==> src/common/ptg_defs.svh <==
`ifndef PTG_DEFS_SVH
`define PTG_DEFS_SVH

`define PTG_ADDR_W 12
`define PTG_OFF_CTRL 12'h000
`define PTG_OFF_STATUS 12'h004
`define PTG_OFF_IRQ_EN 12'h008
`define PTG_OFF_IRQ_CLR 12'h00C
`define PTG_OFF_DEBUG 12'h010
`define PTG_OFF_LIST 12'h014
`define PTG_OFF_TNUM 12'h018
`define PTG_OFF_TV 12'h01C

`define PTG_BIT_LOAD_OK 0
`define PTG_BIT_DONE 0
`define PTG_BIT_ERR 1
`define PTG_BIT_FORCE_TRIG 0
`define PTG_BIT_FORCE_RELOAD 2

`define PTG_RST_CTRL 1'h0
`define PTG_RST_FLAGS 2'h0
`define PTG_RST_TV 16'h0000
`define PTG_RST_CNT 6'h00

`define PTG_TRIG_END 16'h0000
`define PTG_MAX_TRIG 6'h20

`endif

==> src/common/ptg_pkg.sv <==
package ptg_pkg;

   typedef enum logic [1:0] {
      ST_IDLE = 2'b00,
      ST_FETCH = 2'b01,
      ST_WAIT = 2'b10,
      ST_HALT = 2'b11
   } ptg_state_e;

   typedef struct packed {
      logic valid;
      logic list;
      logic [5:0] index;
   } ptg_fetch_req_s;

   typedef struct packed {
      logic valid;
      logic ecc_dbl;
      logic [15:0] data;
   } ptg_fetch_rsp_s;

endpackage

==> src/verilog/ptg_timebase.sv <==
`timescale 1ns/10ps
`default_nettype none
module ptg_timebase (
   input wire logic core_clk_i,
   input wire logic reset_i,
   input wire logic clear_i,
   output logic [15:0] count_o
);

   logic [15:0] count_reg;
   logic [15:0] count_next;

   // The counter wraps at the top; each reload restarts it from zero.
   always_comb begin
      if (clear_i) begin
         count_next = 16'h0000;
      end else begin
         count_next = count_reg + 16'h0001;
      end
   end

   always_ff @(posedge core_clk_i) begin
      if (reset_i) begin
         count_reg <= 16'h0000;
      end else begin
         count_reg <= count_next;
      end
   end

   assign count_o = count_reg;

endmodule
`default_nettype wire

==> src/verilog/ptg_sequencer.sv <==
// The address map and the APB interface to the registers were left to the implementer.
`timescale 1ns/10ps
`default_nettype none
`include "ptg_defs.svh"

// Behaviour
// - Done on zero entry or 32 triggers.
// - Done raised only after fetch completes.
// - Done interrupt when its enable set.
// - ECC error: flag, discard, no done.
// - Error interrupt when its enable set.
// - Active list readable.
// - Trigger count readable, zero at maximum.
// - Fetched next trigger value readable.
// - Readbacks hold after list end.
// - Reload clears count, swaps if load-ok.
// - Force bits create reload or trigger (the trigger only while in ST_WAIT).
// - Force bits ignored in stop/freeze.
// - One 16-bit time base counter.
module ptg_sequencer (
   input wire logic core_clk_i,
   input wire logic reset_i,
   input wire logic psel_i,
   input wire logic penable_i,
   input wire logic pwrite_i,
   input wire logic [11:0] paddr_i,
   input wire logic [31:0] pwdata_i,
   output logic [31:0] prdata_o,
   output logic pready_o,
   output logic pslverr_o,
   input wire logic pwm_reload_i,
   input wire logic stop_mode_i,
   input wire logic freeze_mode_i,
   output ptg_pkg::ptg_fetch_req_s fetch_req_o,
   input wire ptg_pkg::ptg_fetch_rsp_s fetch_rsp_i,
   output logic trigger_o,
   output logic irq_o
);

   function automatic logic hit(input logic [11:0] addr, input logic [11:0] off);
      hit = (addr[11:2] == off[11:2]);
   endfunction

   function automatic logic mapped(input logic [11:0] addr);
      mapped = hit(addr, `PTG_OFF_CTRL) | hit(addr, `PTG_OFF_STATUS) |
         hit(addr, `PTG_OFF_IRQ_EN) | hit(addr, `PTG_OFF_IRQ_CLR) |
         hit(addr, `PTG_OFF_DEBUG) | hit(addr, `PTG_OFF_LIST) |
         hit(addr, `PTG_OFF_TNUM) | hit(addr, `PTG_OFF_TV);
   endfunction

   ////////////////////////////////////////////////////////////////////////////
   logic apb_wr;
   logic apb_setup;
   logic force_ok;
   logic force_reload;
   logic force_trig;
   logic reload_evt;
   logic [15:0] tb_count;
   logic ldok_reg;
   logic ldok_next;
   logic [1:0] irq_en_reg;
   logic [1:0] irq_en_next;
   logic [31:0] prdata_reg;
   logic [31:0] prdata_next;
   logic [1:0] flag_reg;
   logic [1:0] flag_next;
   logic done_set;
   logic err_set;
   ptg_pkg::ptg_state_e st_reg;
   ptg_pkg::ptg_state_e st_next;
   logic [5:0] cnt_reg;
   logic [5:0] cnt_next;
   logic [15:0] tv_reg;
   logic [15:0] tv_next;
   logic list_reg;
   logic list_next;
   logic trig_reg;
   logic trig_next;
   logic fetch_ok;

   assign apb_setup = psel_i & ~penable_i;
   assign apb_wr = psel_i & penable_i & pwrite_i;
   assign pready_o = penable_i;
   assign pslverr_o = psel_i & penable_i & ~mapped(paddr_i);
   assign prdata_o = prdata_reg;

   assign force_ok = ~stop_mode_i & ~freeze_mode_i;
   assign force_reload = apb_wr & hit(paddr_i, `PTG_OFF_DEBUG) &
      pwdata_i[`PTG_BIT_FORCE_RELOAD] & force_ok;
   assign force_trig = apb_wr & hit(paddr_i, `PTG_OFF_DEBUG) &
      pwdata_i[`PTG_BIT_FORCE_TRIG] & force_ok;
   assign reload_evt = pwm_reload_i | force_reload;

   ptg_timebase u_timebase (
      .core_clk_i(core_clk_i),
      .reset_i(reset_i),
      .clear_i(reload_evt),
      .count_o(tb_count)
   );

   ////////////////////////////////////////////////////////////////////////////
   // Register file: control bits written in the access phase, read data captured in the setup phase.
   always_comb begin
      ldok_next = ldok_reg;
      irq_en_next = irq_en_reg;
      prdata_next = prdata_reg;
      if (reload_evt) begin
         ldok_next = 1'b0;
      end
      if (apb_wr & hit(paddr_i, `PTG_OFF_CTRL)) begin
         ldok_next = pwdata_i[`PTG_BIT_LOAD_OK];
      end
      if (apb_wr & hit(paddr_i, `PTG_OFF_IRQ_EN)) begin
         irq_en_next = pwdata_i[1:0];
      end
      if (apb_setup) begin
         prdata_next = 32'h00000000;
         if (hit(paddr_i, `PTG_OFF_CTRL)) begin
            prdata_next[`PTG_BIT_LOAD_OK] = ldok_reg;
         end
         if (hit(paddr_i, `PTG_OFF_STATUS)) begin
            prdata_next[1:0] = flag_reg;
         end
         if (hit(paddr_i, `PTG_OFF_IRQ_EN)) begin
            prdata_next[1:0] = irq_en_reg;
         end
         if (hit(paddr_i, `PTG_OFF_LIST)) begin
            prdata_next[0] = list_reg;
         end
         if (hit(paddr_i, `PTG_OFF_TNUM)) begin
            prdata_next[4:0] = cnt_reg[4:0];
         end
         if (hit(paddr_i, `PTG_OFF_TV)) begin
            prdata_next[15:0] = tv_reg;
         end
      end
   end

   always_ff @(posedge core_clk_i) begin
      if (reset_i) begin
         ldok_reg <= `PTG_RST_CTRL;
         irq_en_reg <= `PTG_RST_FLAGS;
         prdata_reg <= 32'h00000000;
      end else begin
         ldok_reg <= ldok_next;
         irq_en_reg <= irq_en_next;
         prdata_reg <= prdata_next;
      end
   end

   ////////////////////////////////////////////////////////////////////////////
   // Sticky flags; a set in the clearing cycle survives the clear.
   always_comb begin
      flag_next = flag_reg;
      if (apb_wr & hit(paddr_i, `PTG_OFF_IRQ_CLR)) begin
         flag_next = flag_reg & ~pwdata_i[1:0];
      end
      if (done_set) begin
         flag_next[`PTG_BIT_DONE] = 1'b1;
      end
      if (err_set) begin
         flag_next[`PTG_BIT_ERR] = 1'b1;
      end
   end

   always_ff @(posedge core_clk_i) begin
      if (reset_i) begin
         flag_reg <= `PTG_RST_FLAGS;
      end else begin
         flag_reg <= flag_next;
      end
   end

   assign irq_o = |(flag_reg & irq_en_reg);

   ////////////////////////////////////////////////////////////////////////////
   // List sequencer.
   assign fetch_ok = (st_reg == ptg_pkg::ST_FETCH) & fetch_rsp_i.valid;
   assign fetch_req_o = {(st_reg == ptg_pkg::ST_FETCH), list_reg, cnt_reg};
   assign trigger_o = trig_reg;

   always_comb begin
      st_next = st_reg;
      cnt_next = cnt_reg;
      tv_next = tv_reg;
      list_next = list_reg;
      trig_next = 1'b0;
      done_set = 1'b0;
      err_set = 1'b0;
      if (reload_evt) begin
         cnt_next = `PTG_RST_CNT;
         list_next = list_reg ^ ldok_reg;
         st_next = ptg_pkg::ST_FETCH;
      end else begin
         case (st_reg)
            ptg_pkg::ST_FETCH: begin
               if (fetch_rsp_i.valid) begin
                  st_next = ptg_pkg::ST_HALT;
                  if (fetch_rsp_i.ecc_dbl) begin
                     err_set = 1'b1;
                  end else if ((fetch_rsp_i.data == `PTG_TRIG_END) ||
                     (cnt_reg == `PTG_MAX_TRIG)) begin
                     done_set = 1'b1;
                  end else begin
                     tv_next = fetch_rsp_i.data;
                     st_next = ptg_pkg::ST_WAIT;
                  end
               end
            end
            ptg_pkg::ST_WAIT: begin
               if ((tb_count == tv_reg) | force_trig) begin
                  trig_next = 1'b1;
                  cnt_next = cnt_reg + 6'h01;
                  st_next = ptg_pkg::ST_FETCH;
               end
            end
            ptg_pkg::ST_HALT: begin
               st_next = ptg_pkg::ST_HALT;
            end
            ptg_pkg::ST_IDLE: begin
               st_next = ptg_pkg::ST_IDLE;
            end
            default: begin
               st_next = ptg_pkg::ST_IDLE;
            end
         endcase
      end
   end

   always_ff @(posedge core_clk_i) begin
      if (reset_i) begin
         st_reg <= ptg_pkg::ST_IDLE;
         cnt_reg <= `PTG_RST_CNT;
         tv_reg <= `PTG_RST_TV;
         list_reg <= 1'b0;
         trig_reg <= 1'b0;
      end else begin
         st_reg <= st_next;
         cnt_reg <= cnt_next;
         tv_reg <= tv_next;
         list_reg <= list_next;
         trig_reg <= trig_next;
      end
   end
endmodule
`default_nettype wire

==> config.mk <==
export PLATFORM = sky130hd
export DESIGN_NAME = ptg_sequencer
export DESIGN_NICKNAME = d
export VERILOG_FILES = /design/src/common/ptg_pkg.sv /design/src/verilog/ptg_timebase.sv /design/src/verilog/ptg_sequencer.sv
export VERILOG_INCLUDE_DIRS = /design/src /design/src/common
export SDC_FILE = /design/constraint.sdc
export NUM_CORES = 1
export LEC_CHECK = 0
export ABC_AREA = 1
export BUFFER_PORTS_ARGS = -buffer_cell sky130_fd_sc_hd__clkbuf_2
export CORE_ASPECT_RATIO = 0.8
export CORE_MARGIN = 4
export CORE_UTILIZATION = 35
export CTS_CLUSTER_SIZE = 30
export DETAILED_ROUTE_END_ITERATION = 12
export HOLD_SLACK_MARGIN = 0.06
export PLACE_DENSITY = 0.6
export REMOVE_ABC_BUFFERS = 1
export SLEW_MARGIN = 10
export SYNTH_ARGS = -nofsm -noshare
export SYNTH_HDL_FRONTEND = slang
export SYNTH_HIERARCHICAL = 1
export SYNTH_SLANG_ARGS = --single-unit
==> constraint.sdc <==
create_clock -name core_clk_i -period 4.58 [get_ports core_clk_i]
set_input_delay 0.916 -clock core_clk_i [delete_from_list [all_inputs] [get_ports core_clk_i]]
set_output_delay 0.916 -clock core_clk_i [all_outputs]
set_load 0.02 [all_outputs]
# Yosys cells after proc, flatten, opt, wreduce, memory -nomap -nowiden
# Cells that the tools add are included.
totals:
  latchBits: 0
  inputBits: 70
  out_inout_bits: 44
  reg_bits: 63
  memories: 0
  mem_bits_ro: 0
  ram_bits: 0
classes:
  n_shift: 0
  n_mul: 0
  reduce_logical: 14
  div_mod_pow: 0
  bitwise_logic: 34
  order_cmp: 0
  eq_ne: 16
  mux: 27
  addsub: 2
ops:
  columns: ["operator", "n"]
  rows:
  - ["10-bit by 3-bit == test with 1-bit output, second input constant", 4]
  - ["10-bit by 2-bit == test with 1-bit output, second input constant", 2]
  - ["1-bit two-way mux", 19]
  - ["16-bit by 1-bit adder with 16-bit output, second input constant", 1]
  - ["16-bit == test", 1]
  - ["16-bit zero test", 1]
  - ["16-bit two-way mux", 1]
  - ["1-bit AND", 13]
  - ["10-bit by 1-bit == test with 1-bit output, second input constant", 1]
  - ["10-bit zero test", 1]
  - ["2-bit two-way mux", 5]
  - ["1-bit OR", 9]
  - ["1-bit inverter", 8]
  - ["2-bit case mux with 4 select lines", 1]
  - ["6-bit by 1-bit adder with 6-bit output, second input constant", 1]
  - ["6-bit == test, second input constant", 1]
  - ["2-bit AND reduction", 3]
  - ["2-bit nonzero test", 3]
  - ["5-bit two-way mux", 1]
  - ["5-bit AND reduction", 1]
  - ["2-bit AND", 2]
  - ["2-bit == test, second input constant", 2]
  - ["2-bit OR reduction", 2]
  - ["3-bit by 1-bit inequality test with 1-bit output, second input constant", 1]
  - ["9 further kinds", 9]

# Logic depth before layout (Yosys ltp)
depth:
  ltp_word: 10
  depth_mapped: 11
  mapped_depth_nobuf: 11

# Hierarchy
# Netlist, hierarchy kept.
by_module_without_submodules:
  columns: ["module", "area_per_inst_um2", "seq_area_each_um2", "n_inst", "cells_each"]
  rows:
  - ["ptg_sequencer", 2827.7, 940.9, 1, 449]
  - ["ptg_timebase", 777.0, 320.3, 1, 115]

# Least setup slack after synthesis
# No wires, ideal clock.
synth_timing:
  path_type: "input to output"
  startpoint: "input port paddr_i[9]"
  endpoint: "output port pslverr_o"
  n_path_buf: 0
  path_stages: 4
  arrival_time_ps: 1674
  setup_slack_ps: 1990
  path_cell_list: "nor2_1 > nand2_2 > nor2_2 > nor3_1"
synth_via:
  elab_chain_cells: 10
synth_lines:
  columns: ["item", "line", "source"]
  rows:
  - ["start: declaration", "ptg_sequencer.sv:26", "input wire logic [11:0] paddr_i,"]
  - ["10-bit by 1-bit == test with 1-bit output or 10-bit zero test (tied branches)", "ptg_sequencer.sv:41", "hit = (addr[11:2] == off[11:2]);"]
  - ["1-bit OR (6 in a row)", "ptg_sequencer.sv:45", "mapped = hit(addr, `PTG_OFF_CTRL) | hit(addr, `PTG_OFF_STATUS) |"]
  - ["1-bit OR (*)", "ptg_sequencer.sv:45", null]
  - ["1-bit inverter (*)", "ptg_sequencer.sv:84", "assign pslverr_o = psel_i & penable_i & ~mapped(paddr_i);"]
  - ["1-bit AND (*)", "ptg_sequencer.sv:84", null]
  - ["end: declaration", "ptg_sequencer.sv:30", "output logic pslverr_o,"]
# Every way passes the cells marked *; elsewhere a longest branch is shown, timed or not.

# Worst setup path after layout
# Ends and elaborated chain as after synthesis.

==> results.md <==
* Synth top area share at 0.350
* Initial DRC Count at approximately 180
* Gr usage total at 0.148
* Sum of buffers and inverters on the critical path at 2
* CTS max path bufs at 2
* CP delay by family, top: simple AND/OR/NAND/NOR gates
* Area growth, synth to finish at 18.5%
* Clock tree from TritonCTS: built
* R2R depth at 8
* Cts hold-fix bufs at 0
* Hold Slack at 466 ps
* Antenna-violating nets left at 0
* Die height at 98.8 um
* Drt pass-1 iters at 4
* Top FF cell, synth: dfxtp_1
* Routed WL at between 8000 and 9000 um
* Grt ovf at 0
* Pwr dens at 325 mW/mm^2
* Slowest stage delay, CP at 280 ps
* Reg2Reg Setup Slack at 2290 ps
* Die width at between 100 and 150 um
* DRC at 0
* FFs w/ async S/R, synth at 0
* Max Slew Vio Count at 0
* Worst setup EP type: primary output
* Top cells by count, synth: 144 x nand2_1, 93 x nor2_1, 83 x inv_1
* Library cells used by synthesis at 37
* Critical path class: input port to primary output
* IO Port Bufs at 66
* Crit path capture: pslverr_o
* Critical-path cell list: clkbuf_2 -> nor2_1 -> nand2_2 -> nor2_2 -> nor3_1 -> clkbuf_2
* H-tree depth at 3
* Cts repair resizes at 0
* WP data required at about 3700 ps
* Root Buffer: clkbuf_16
* Worst setup path startpoint: paddr_i[9]
* Max Freq at 0.370 GHz
* Pin count of the biggest net entering global routing at 33
* Levels on crit path at 6
* YS warnings at 6
* First-pass GRT wire length at 14300 um
* RD Place Congestion at around 0.90
* Mean Syn Cell Area at around 6.4 sq um
* TNS Setup at 0 ps
* Wirelength per Cell at 11.4 um
* Clk slew on worst S/H paths at 50 ps
* Area contributors post-synth: dfxtp_1 35%, nand2_1 15%, nor2_1 9.7%
* Post-synth EDFFs at 0
* Total CTS buffers at 9
* Layout cell share with drive strength beyond 1 at 0.185
* Vias per std cell at 4.52
* Initial core utilization at 0.366
* R2r endpoint: tv_reg[11]
* Instance count of the mapped netlist at 564
* Worst path arrival time at 1790 ps
* Max rail drop VDD at 0.174 mV
* Final Hold Viols at 0
* Post-CTS Setup Inserts at 0
* Clk_skew at about 4.3 ps
* Vias in the first global route at 3033
* Slew headroom at 0.350
* Final Power at 1.39 mW
* Reg2reg start: cnt_reg[0]
* Layout Nets at 701
* Setup violators final at 0
* Worst slew pin tran at roughly 970 ps
* Leading area contributor after synthesis: dfxtp_1
* Critical Path Source Type: input port
* Outcome: finished clean
* Slowest CP cell: nor2_2
* Via count at 3469
* IO Count at about 110
* Unrepaired setup endpoints after global routing: false
* Min Clock Period, post-route at 2700 ps
* Top cell by count, worst path: clkbuf_2
* Crit Path Max Fanout at 7
* Max-cap violations at 0
* Die area at 0.0120 sq mm
* Yosys reg bits at 63
* HP Class: flip-flop to flip-flop
* Initial antenna violation count at 0
* Most frequent cell after synthesis: nand2_1
* Clock latency on the worst-skew pair at 320 ps
* Synth Cell Area at about 0.0036 sq mm
* Period Utilization, post-route at 0.590
* Clock sink total at 63
* Row count at 32
* LEAKAGE at 1.98 nW
* Sequential area share after synthesis at 0.350
* Core Region at around 0.01 sq mm
* Hpwl dp at roughly 6600 um
* Antenna diode count at 0
-- area by class of cell --
cell class	count	area [sq um]
flip-flops and latches	63	1260
clock inverters	3	42.5
well taps	136	170
inverters	90	338
multi-input cells	396	1860
clock buffers	12	256
fillers	1062	5580
repair buffers	68	345
-- logic make-up after synthesis --
family                   share of synthesized area
flip-flops                                   0.350
XOR/XNOR                                    0.0146
adder cells (fa/ha/maj)                     0.0104
AO/OA/AOI/OAI                                0.102
AND/OR/NAND/NOR                              0.372
buffers and inverters                        0.151
other                                      0.00104
-- power by group --
group | internal (mW) | leakage, nW | switching (mW) | total, mW
Sequential | 0.562 | 0.511 | 0.0101 | 0.572
Clock | 0.447 | 0.145 | 0.236 | 0.683
Combinational | 0.0437 | 1.33 | 0.0908 | 0.134
-- worst register-to-register path: stages, from the launching register on --
cell and delay (ps):
dfxtp_1 450, inv_1 130, ha_1 220, nand4_1 120
nand2_1 110, nor3_4 750, buf_4 300, nor2_1 50
nor2_1 90
-- layer usage --
layer  track usage  wire, um  up-vias
li1              -         -     1845
met1         0.211      4370     1536
met2         0.219      3840       77
met3        0.0287       434       11
met4        0.0603       105        0
met5             0         0        -
-- through the flow --
step	cells	util	cell area (sq um)	setup WS [ps]
2_1_floorplan	549	-	3460	1990
3_3_place_gp	753	0.403	3970	1770
3_5_place_dp	753	0.403	3970	1820
4_1_cts	768	0.434	4270	1870
5_1_grt	768	0.434	4270	1780
6_report	768	0.434	4270	1880
-- cells in the final DEF (no fill, tap or decap), drive strengths merged, types with 3 or more instances in the layout --
| master | count |
|---|---|
| a21oi | 31 |
| conb | 16 |
| inv | 90 |
| o21ai | 20 |
| ha | 3 |
| nand3 | 29 |
| nand4 | 10 |
| o211ai | 4 |
| nor2 | 103 |
| nand2 | 153 |
| nor3 | 8 |
| xor2 | 6 |
| clkbuf | 78 |
| dfxtp | 63 |
-- worst min path at each step --
stage	start	endpoint	slack (ps)	depth (start not counted)
3_3_place_gp	prdata_o[1]	prdata_o[1]	460	2
4_1_cts	prdata_o[0]	prdata_o[0]	470	2
5_1_grt	irq_en_reg[1]	irq_en_reg[1]	490	2
6_report	prdata_o[1]	prdata_o[1]	470	2
3_5_place_dp	prdata_o[0]	prdata_o[0]	460	2
2_1_floorplan	irq_en_reg[1]	irq_en_reg[1]	440	2
(Power assumes the default switching activity.)
